[src/core/sdadc_pkg.sv]
// Purpose: Shared constants for the sigma-delta converter register block
// Assumes: Avalon-MM byte addresses, 32-bit data words
// Notes: Register offsets are word aligned
package sdadc_pkg;
   // ------------------------------------------------------------
   // Register byte offsets
   // ------------------------------------------------------------
   localparam logic [4:0] SDADC_OFS_CHAN_CTRL = 5'h00;
   localparam logic [4:0] SDADC_OFS_INPUT_CONTROL = 5'h04;
   localparam logic [4:0] SDADC_OFS_CONV_RESULT = 5'h08;
   localparam logic [4:0] SDADC_OFS_PIN_ENABLE = 5'h0c;
   localparam logic [4:0] SDADC_OFS_IRQ_VECTOR = 5'h10;
   // ------------------------------------------------------------
   // Channel control field positions
   // ------------------------------------------------------------
   localparam int SDADC_BIT_RESERVED0 = 0;
   localparam int SDADC_BIT_CONV_TRIGGER = 1;
   localparam int SDADC_BIT_DONE_FLAG = 2;
   localparam int SDADC_BIT_OVERFLOW_FLAG = 5;
   localparam int SDADC_BIT_LOW_HALF = 6;
   // ------------------------------------------------------------
   // Input control field positions
   // ------------------------------------------------------------
   localparam int SDADC_POS_PAIR_LO = 0;
   localparam int SDADC_POS_GAIN_LO = 3;
   localparam int SDADC_POS_DELAY_LO = 6;
   // ------------------------------------------------------------
   // Reset values and vector codes
   // ------------------------------------------------------------
   localparam logic [7:0] SDADC_RST_INPUT_CONTROL = 8'h00;
   localparam logic [7:0] SDADC_RST_PIN_ENABLE = 8'h00;
   localparam logic [15:0] SDADC_VEC_NONE = 16'h0000;
   localparam logic [15:0] SDADC_VEC_OVERFLOW = 16'h0002;
   localparam logic [15:0] SDADC_VEC_DONE = 16'h0004;
   // Samples skipped after start for delay code 00, minus the delay code
   localparam logic [1:0] SDADC_DELAY_MAX = 2'h3;
endpackage

[src/core/sdadc_vec.sv]
// Purpose: Priority encoder for the interrupt vector word
// Assumes: Flags are registered by the caller
// Notes: Purely combinational
`timescale 1ns/10ps
module sdadc_vec (
   input wire logic overflow_i,
   input wire logic done_i,
   output logic [15:0] vector_o
);
   // ------------------------------------------------------------
   // Overflow outranks completion
   // ------------------------------------------------------------
   // vector code table
   always_comb begin
      if (overflow_i) begin
         vector_o = sdadc_pkg::SDADC_VEC_OVERFLOW;
      end else if (done_i) begin
         vector_o = sdadc_pkg::SDADC_VEC_DONE;
      end else begin
         vector_o = sdadc_pkg::SDADC_VEC_NONE;
      end
   end
endmodule // sdadc_vec

[src/core/sdadc_regs.sv]
// Purpose: Control and result registers of a sigma-delta converter
// Assumes: Filter samples arrive as one-cycle strobes on clk_sys_i
// Notes: Avalon-MM slave, one wait cycle on every access
`timescale 1ns/10ps
module sdadc_regs #(
   parameter int FILT_W = 24
) (
   input wire logic clk_sys_i,
   input wire logic rst_b_i,
   input wire logic [4:0] avs_address_i,
   input wire logic avs_read_i,
   input wire logic avs_write_i,
   input wire logic [31:0] avs_writedata_i,
   input wire logic [3:0] avs_byteenable_i,
   output logic [31:0] avs_readdata_o,
   output logic avs_waitrequest_o,
   input wire logic [FILT_W-1:0] filt_data_i,
   input wire logic filt_valid_i,
   output logic conv_run_o,
   output logic [2:0] preamp_gain_code_o,
   output logic [2:0] input_pair_select_o,
   output logic [7:0] pin_enable_o,
   output logic [7:0] neg_to_gnd_o
);
   // ------------------------------------------------------------
   // State
   // ------------------------------------------------------------
   typedef struct packed {
      logic wait_b;
      logic [31:0] rdata;
      logic conv_trigger;
      logic low_half_access;
      logic done_flag;
      logic overflow_flag;
      logic [7:0] input_control;
      logic [7:0] pin_enable;
      logic [FILT_W-1:0] result_word;
      logic [1:0] skip_cnt;
      logic [7:0] neg_gnd;
   } sdadc_state_t;

   sdadc_state_t st_reg;
   sdadc_state_t st_next;
   logic [15:0] vec_code;
   logic access;
   logic wr_hit;
   logic rd_hit;
   logic [15:0] result_half;
   logic done_set;
   logic done_clr;

   // ------------------------------------------------------------
   // Vector encoder
   // ------------------------------------------------------------
   sdadc_vec u_vec (
      .overflow_i(st_reg.overflow_flag),
      .done_i(st_reg.done_flag),
      .vector_o(vec_code)
   );

   // Access completes on the cycle that waitrequest is low
   assign access = (avs_read_i | avs_write_i) & ~st_reg.wait_b;
   assign wr_hit = access & avs_write_i;
   assign rd_hit = access & avs_read_i;

   assign result_half = st_reg.low_half_access ? st_reg.result_word[15:0]
                                               : st_reg.result_word[FILT_W-1 -: 16];

   // ------------------------------------------------------------
   // Next-state logic
   // ------------------------------------------------------------
   always_comb begin
      st_next = st_reg;
      done_set = 1'b0;
      done_clr = 1'b0;
      // One wait cycle, then one ready cycle
      st_next.wait_b = ~((avs_read_i | avs_write_i) & st_reg.wait_b);

      // Read data captured while waitrequest is still high
      if (avs_read_i & st_reg.wait_b) begin
         st_next.rdata = 32'h0000_0000;
         case (avs_address_i)
            sdadc_pkg::SDADC_OFS_CHAN_CTRL: begin
               st_next.rdata[sdadc_pkg::SDADC_BIT_RESERVED0] = 1'b0;
               st_next.rdata[sdadc_pkg::SDADC_BIT_CONV_TRIGGER] = st_reg.conv_trigger;
               st_next.rdata[sdadc_pkg::SDADC_BIT_DONE_FLAG] = st_reg.done_flag;
               st_next.rdata[sdadc_pkg::SDADC_BIT_OVERFLOW_FLAG] = st_reg.overflow_flag;
               st_next.rdata[sdadc_pkg::SDADC_BIT_LOW_HALF] = st_reg.low_half_access;
            end
            sdadc_pkg::SDADC_OFS_INPUT_CONTROL: begin
               st_next.rdata[7:0] = st_reg.input_control;
            end
            sdadc_pkg::SDADC_OFS_CONV_RESULT: begin
               st_next.rdata[15:0] = result_half;
            end
            sdadc_pkg::SDADC_OFS_PIN_ENABLE: begin
               st_next.rdata[7:0] = st_reg.pin_enable;
            end
            sdadc_pkg::SDADC_OFS_IRQ_VECTOR: begin
               st_next.rdata[15:0] = vec_code;
            end
            default: begin
               st_next.rdata = 32'h0000_0000;
            end
         endcase
      end

      // Register writes, low byte lane only carries fields
      if (wr_hit & avs_byteenable_i[0]) begin
         case (avs_address_i)
            sdadc_pkg::SDADC_OFS_CHAN_CTRL: begin
               st_next.conv_trigger = avs_writedata_i[sdadc_pkg::SDADC_BIT_CONV_TRIGGER];
               st_next.low_half_access = avs_writedata_i[sdadc_pkg::SDADC_BIT_LOW_HALF];
               // Flags cleared by software writing zero; done also cleared by a result read
               done_clr = ~avs_writedata_i[sdadc_pkg::SDADC_BIT_DONE_FLAG];
               if (~avs_writedata_i[sdadc_pkg::SDADC_BIT_OVERFLOW_FLAG]) begin
                  st_next.overflow_flag = 1'b0;
               end
               if (avs_writedata_i[sdadc_pkg::SDADC_BIT_CONV_TRIGGER] & ~st_reg.conv_trigger) begin
                  st_next.skip_cnt = sdadc_pkg::SDADC_DELAY_MAX -
                     st_reg.input_control[sdadc_pkg::SDADC_POS_DELAY_LO +: 2];
               end
            end
            sdadc_pkg::SDADC_OFS_INPUT_CONTROL: begin
               st_next.input_control = avs_writedata_i[7:0];
            end
            sdadc_pkg::SDADC_OFS_PIN_ENABLE: begin
               st_next.pin_enable = avs_writedata_i[7:0];
            end
            default: begin
               st_next.input_control = st_next.input_control;
            end
         endcase
      end

      // Reading the result acknowledges completion
      if (rd_hit && avs_address_i == sdadc_pkg::SDADC_OFS_CONV_RESULT) begin
         done_clr = 1'b1;
      end

      if (filt_valid_i & st_reg.conv_trigger) begin
         st_next.result_word = filt_data_i;
         if (st_reg.skip_cnt != 2'h0) begin
            st_next.skip_cnt = st_reg.skip_cnt - 2'h1;
         end else begin
            done_set = 1'b1;
            // Unread previous result is lost
            if (st_reg.done_flag) begin
               st_next.overflow_flag = 1'b1;
            end
         end
      end

      // Set wins over a same-cycle clear
      if (done_set) begin
         st_next.done_flag = 1'b1;
      end else if (done_clr) begin
         st_next.done_flag = 1'b0;
      end

      st_next.neg_gnd = ~st_next.pin_enable;
   end

   // ------------------------------------------------------------
   // State register
   // ------------------------------------------------------------
   always_ff @(posedge clk_sys_i or negedge rst_b_i) begin
      if (!rst_b_i) begin
         st_reg <= '0;
         st_reg.wait_b <= 1'b1;
         st_reg.input_control <= sdadc_pkg::SDADC_RST_INPUT_CONTROL;
         st_reg.pin_enable <= sdadc_pkg::SDADC_RST_PIN_ENABLE;
         st_reg.neg_gnd <= ~sdadc_pkg::SDADC_RST_PIN_ENABLE;
      end else begin
         st_reg <= st_next;
      end
   end

   // ------------------------------------------------------------
   // Outputs straight from flip-flops
   // ------------------------------------------------------------
   assign avs_readdata_o = st_reg.rdata;
   assign avs_waitrequest_o = st_reg.wait_b;
   assign conv_run_o = st_reg.conv_trigger;
   // gain and pair to front end
   assign preamp_gain_code_o = st_reg.input_control[sdadc_pkg::SDADC_POS_GAIN_LO +: 3];
   assign input_pair_select_o = st_reg.input_control[sdadc_pkg::SDADC_POS_PAIR_LO +: 3];
   assign pin_enable_o = st_reg.pin_enable;
   assign neg_to_gnd_o = st_reg.neg_gnd;
endmodule // sdadc_regs

[config.mk]
export PLATFORM = sky130hd
export DESIGN_NAME = sdadc_regs
export DESIGN_NICKNAME = d
export VERILOG_FILES = /design/src/core/sdadc_pkg.sv /design/src/core/sdadc_vec.sv /design/src/core/sdadc_regs.sv
export SDC_FILE = /design/constraint.sdc
export NUM_CORES = 1
export LEC_CHECK = 0
export BUFFER_PORTS_ARGS = -buffer_cell sky130_fd_sc_hd__buf_2
export CORE_AREA = 2 2 87 173
export DETAILED_ROUTE_END_ITERATION = 10
export DIE_AREA = 0 0 89 175
export PLACE_DENSITY = 0.53
export SETUP_SLACK_MARGIN = 0.3
export SLEW_MARGIN = 20
export SYNTH_ARGS = -nofsm -noshare
export SYNTH_HDL_FRONTEND = slang
export SYNTH_SLANG_ARGS = --single-unit
[constraint.sdc]
create_clock -name clk_sys_i -period 1.4 [get_ports clk_sys_i]
set_input_delay 0.28 -clock clk_sys_i [delete_from_list [all_inputs] [get_ports clk_sys_i]]
set_output_delay 0.28 -clock clk_sys_i [all_outputs]
set_load 0.05 [all_outputs]
Word-level counts from Yosys, hierarchy flattened
Index checks and enable logic that the tools add are counted.
{"block": "op_classes", "n_eq_ne": 4, "n_reduce_logical": 6, "muxes": 28, "n_addsub": 2, "bitwise_logic": 14}
{"cell": "16-bit 2-to-1 mux", "count": 2}
{"cell": "17-bit 2-to-1 mux", "count": 1}
{"cell": "8-bit 2-to-1 mux", "count": 2}
{"cell": "8-bit one-hot mux with 2 select lines", "count": 1}
{"cell": "3-bit one-hot mux with 5 select lines", "count": 1}
{"cell": "1-bit 2-to-1 mux", "count": 12}
{"cell": "5-bit by 4-bit == test with 1-bit output, second input constant", "count": 2}
{"cell": "2-bit 2-to-1 mux", "count": 5}
{"cell": "2-bit one-hot mux with 5 select lines", "count": 1}
{"cell": "1-bit AND", "count": 8}
{"cell": "8-bit inverter", "count": 1}
{"cell": "2-bit one-hot mux with 4 select lines", "count": 1}
{"cell": "5-bit by 3-bit == test with 1-bit output, second input constant", "count": 1}
{"cell": "5-bit == test, second input constant", "count": 1}
{"cell": "5-bit zero test", "count": 1}
{"cell": "1-bit inverter", "count": 4}
{"cell": "1-bit one-hot mux with 4 select lines", "count": 1}
{"cell": "2-bit AND reduction", "count": 2}
{"cell": "2-bit nonzero test", "count": 2}
{"cell": "3-bit 2-to-1 mux", "count": 1}
{"cell": "2-bit by 1-bit subtractor with 2-bit output, second input constant", "count": 1}
{"cell": "2-bit subtractor, first input constant", "count": 1}
{"cell": "1-bit logical AND", "count": 1}
{"cell": "1-bit bitwise OR", "count": 1}
{"block": "word_totals", "reg_bits": 71}

Longest topological paths before layout
{"block": "depth", "ltp_word": 8, "depth_mapped": 6, "mapped_depth_nobuf": 4}

Cells and area by module
From an unflattened synthesis, not the netlist that was laid out.
{"block": "unflattened", "hier_cells": 328, "area_unflattened_um2": 3808.7}
{"module": "sdadc_regs", "seq_area_each_um2": 1788.0, "instances": 1, "area_each_um2": 3678.5, "cells_per_inst": 311}
{"module": "sdadc_vec", "seq_area_each_um2": 0.0, "instances": 1, "area_each_um2": 130.1, "cells_per_inst": 17}

Worst setup path after synthesis
OpenSTA, ideal clock, no wires.
{"block": "synth_path", "path_type": "register to register", "startpoint": "register st_reg (netlist bit avs_waitrequest_o)", "endpoint": "register st_reg (netlist bit input_pair_select_o[0])", "n_path_buf": 1, "slack_ns": -0.289, "t_arrival_ns": 1.564, "stages_incl_launch_ff": 5, "setup_time_ns": 0.125, "t_required_ns": 1.275, "cell_sequence": "dfstp_2 > and3b_4 > and3_4 > buf_6 > mux2_4"}
{"block": "synth_between", "elab_chain_cells": 5}
{"element": "from (decl)", "line_no": "sdadc_regs.sv:42", "source": "sdadc_state_t st_reg;"}
{"element": "from (signal assigned)", "line_no": "sdadc_regs.sv:175", "source": "st_reg <= st_next;"}
{"element": "1-bit inverter", "line_no": "sdadc_regs.sv:62", "source": "assign access = (avs_read_i | avs_write_i) & ~st_reg.wait_b;"}
{"element": "1-bit AND", "line_no": "sdadc_regs.sv:62"}
{"element": "1-bit AND", "line_no": "sdadc_regs.sv:63", "source": "assign wr_hit = access & avs_write_i;"}
{"element": "1-bit AND", "line_no": "sdadc_regs.sv:109", "source": "if (wr_hit & avs_byteenable_i[0]) begin"}
{"element": "2-bit AND reduction (no source line)"}
No other way between the ends.
A chain may end at the register's enable or synchronous reset.

Worst setup path after layout
{"block": "layout_path", "startpoint": "register st_reg (netlist bit avs_waitrequest_o)", "endpoint": "register st_reg[48] (netlist bit)"}
The elaborated chain is that of the path after synthesis.

==> flow_summary.yaml <==
logic_synthesis:
  ys_seq_area_frac: 0.5078
  synthFlopType: "dfrtp_1"
  synthCells: 294
  syn_area_per_cell_um2: 11.98
  synth-seq-cells: 71
  synth-edff-count: 0
  synth_warnings: 0
  synthesis.area_mm2: 0.003521
  yosys.cell_types.count: 38
  async_reset_ff_frac: 1.000
timing:
  holdWs_ns: 0.1145
  drv_slew: 0
  finalCriticalPeriod_ns: 1.558
  hold_violations: 0
  max_freq_mhz: 642.0
  rsz0062_at_grt: "true"
  skew_ns: 0.006130
  finalSetupViolCount: 30
  period_share: 1.113
  setup_ws_ns: -0.1576
critical_path:
  path_class: "reg2reg"
  arrival_ns: 1.78
  r2r-start: "avs_waitrequest_o$_DFF_PN1_"
  crit_path_end_kind: "flop"
  crit_path_start: "avs_waitrequest_o$_DFF_PN1_"
  ff2ff_setup_slack_ns: -0.16
  cp.required_ns: 1.62
  r2r_cells: 3
  crit_path_start_kind: "flop"
  r2r_end: "st_reg[48]$_DFFE_PN0P_"
  path_max_fanout: 5
power:
  switching_share: 0.2999
  p_comb_frac: 0.269
  p_sw_mw: 2.170
  clkPwrFrac: 0.343
  p_int_mw: 5.065
  leakage_nw: 2.571
  power_density_mw_per_mm2: 1383
  p_seq_frac: 0.388
  ir_drop_v: 0.0006868
hold_path:
  min_to: "avs_waitrequest_o$_DFF_PN1_"
  hp-class: "in2reg"
  hold_start: "avs_write_i"
  worstHoldPathCells: 2
cells_and_area:
  insertedDiodeCount: 0
  drive_gt1_frac: 0.5815
  syn2layout_area_growth_pct: 48.54
  most-common-layout-cells: "60 x dfrtp_1, 43 x buf_4, 41 x buf_2"
  fillers: 1430
  largest_reg_flops: 31
  fin_nets: 464
  final_common_cell: "dfrtp_1"
floorplanning:
  die_area_mm2: 0.01558
  die_h_um: 175
  die_x_um: 89
  io_pins: 126
  placementRows: 62
  start_util: 0.2467
  core_mm2: 0.01427
place:
  port-buffer-count: 82
  hpwl_um: 6505
  place.gp.congestion: 0.7574
  dp_slack_ns: -0.2358
clock_network:
  max-clock-path-buffers: 2
  htree_levels: 3
  numCtsBuffers: 9
  clkTransAtPathRegs_ns: 0.06
  clock_tree.root_cell: "clkbuf_16"
  clock-sinks: 71
  clock_latency_ns: 0.34
  cts_tree: "built"
detailed_routing:
  via_count: 2506
  ant_nets: 0
  drtPass1Iterations: 4
  routed_wl_um: 9970
  first_iter_violations: 58
  vias_per_cell: 4.240
  drc: 0
  wire_per_inst_um: 16.87
global_route:
  antenna_found_initial: 0
  grt_max_degree: 72
  grt_remaining_overflow: 0
  grt_pass1_vias: 2726
  grtUsageTotal: 0.1327
  grt_pass1_wl_um: 15020
run_status:
  status: "finished with violations"
  violations: "setup timing"
flow_run:
  drv_cap: 0
==> cell usage after synthesis, types with 3 or more instances <==
cell	count	area (um^2)
dfrtp_1	62	1551
buf_4	55	412.9
mux2_2	35	394.1
nand2_1	23	86.33
mux2i_1	19	190.2
inv_1	10	37.54
dfstp_2	9	236.5
o21ai_0	8	40.04
o31ai_1	8	60.06
mux2_4	7	105.1
buf_2	6	30.03
a22oi_1	5	37.54
a21oi_1	4	20.02
nand2b_1	4	25.02
nand4_1	4	25.02
nor2_1	4	15.01
a31oi_1	3	18.77
buf_6	3	33.78
nand3_1	3	15.01
==> through the flow <==
stage                     utilization  total power [mW]  cell area (um^2)  std cells  TNS (ns)
final                          0.3664             7.235              5230        591    -2.889
after floorplan                     -             4.038              3702        309    -3.276
after detailed placement       0.2845             4.403              4061        537    -4.500
after global routing           0.3664             7.572              5230        591    -4.736
after global placement         0.2845             4.361              4061        537    -3.767
after CTS                      0.3565             7.258              5089        584    -2.887
==> worst max-delay path by stage <==
stage | slack [ns] | depth (start not counted) | to
final | -0.16 | 3 | st_reg[48]$_DFFE_PN0P_
after global routing | -0.20 | 3 | preamp_gain_code_o[2]$_DFFE_PN0P_
after CTS | -0.18 | 3 | input_pair_select_o[2]$_DFFE_PN0P_
after detailed placement | -0.24 | 6 | avs_readdata_o[2]$_DFFE_PN0P_
after global placement | -0.19 | 6 | avs_readdata_o[2]$_DFFE_PN0P_
after floorplan | -0.26 | 4 | input_pair_select_o[0]$_DFFE_PN0P_
==> worst max-delay path, cell delays in order, from the launching register on <==
cell,delay (ns)
dfstp_4,0.46
and3b_4,0.37
and3_4,0.30
mux2_4,0.31
==> timing repair <==
action,4_1_cts,5_1_grt
resized for setup,112,20
pin swaps,3,1
hold buffers,1,0
endpoints found under the setup margin,110,110
endpoints found under the hold margin,62,0
cloned,5,0
buffers inserted,25,7
==> power groups by stage <==
stage / Combinational [mW] / Clock, mW / Sequential [mW]
2_1_floorplan: 1.33 / 0 / 2.71
3_3_place_gp: 1.59 / 0 / 2.77
3_5_place_dp: 1.61 / 0 / 2.79
4_1_cts: 1.91 / 2.56 / 2.79
5_1_grt: 2.07 / 2.65 / 2.85
6_report: 1.94 / 2.48 / 2.81
==> cells by family (layout without fill, tap and decap cells) <==
logic type,after synthesis,in the layout,synth area share
simple gates,47,48,0.07356
compound gates,38,38,0.07356
other cells,1,16,0.001065
mux,61,61,0.1958
buf+inv,76,165,0.1482
flops,71,71,0.5078
==> metal layers <==
layer  GRT usage  wire, um  vias up  share of wire
li1            -         -     1156              -
met1      0.1339      3430     1262           0.34
met2      0.2491      5940       68           0.60
met3     0.02456       333       20          0.033
met4     0.06343       266        0          0.027
met5           0         0        -              0
==> area by class of cell <==
| class | instances | area [um^2] | area share |
|---|---|---|---|
| tap | 192 | 240.2 | 0.04593 |
| multi-input combinational | 163 | 1530 | 0.2926 |
| inverter | 10 | 37.54 | 0.007177 |
| clock inverter | 6 | 93.84 | 0.01794 |
| timing repair buffer | 139 | 1305 | 0.2495 |
| clock buffer | 10 | 229.0 | 0.04378 |
| sequential | 71 | 1794 | 0.3431 |
Power figures use the tool's default switching activity.
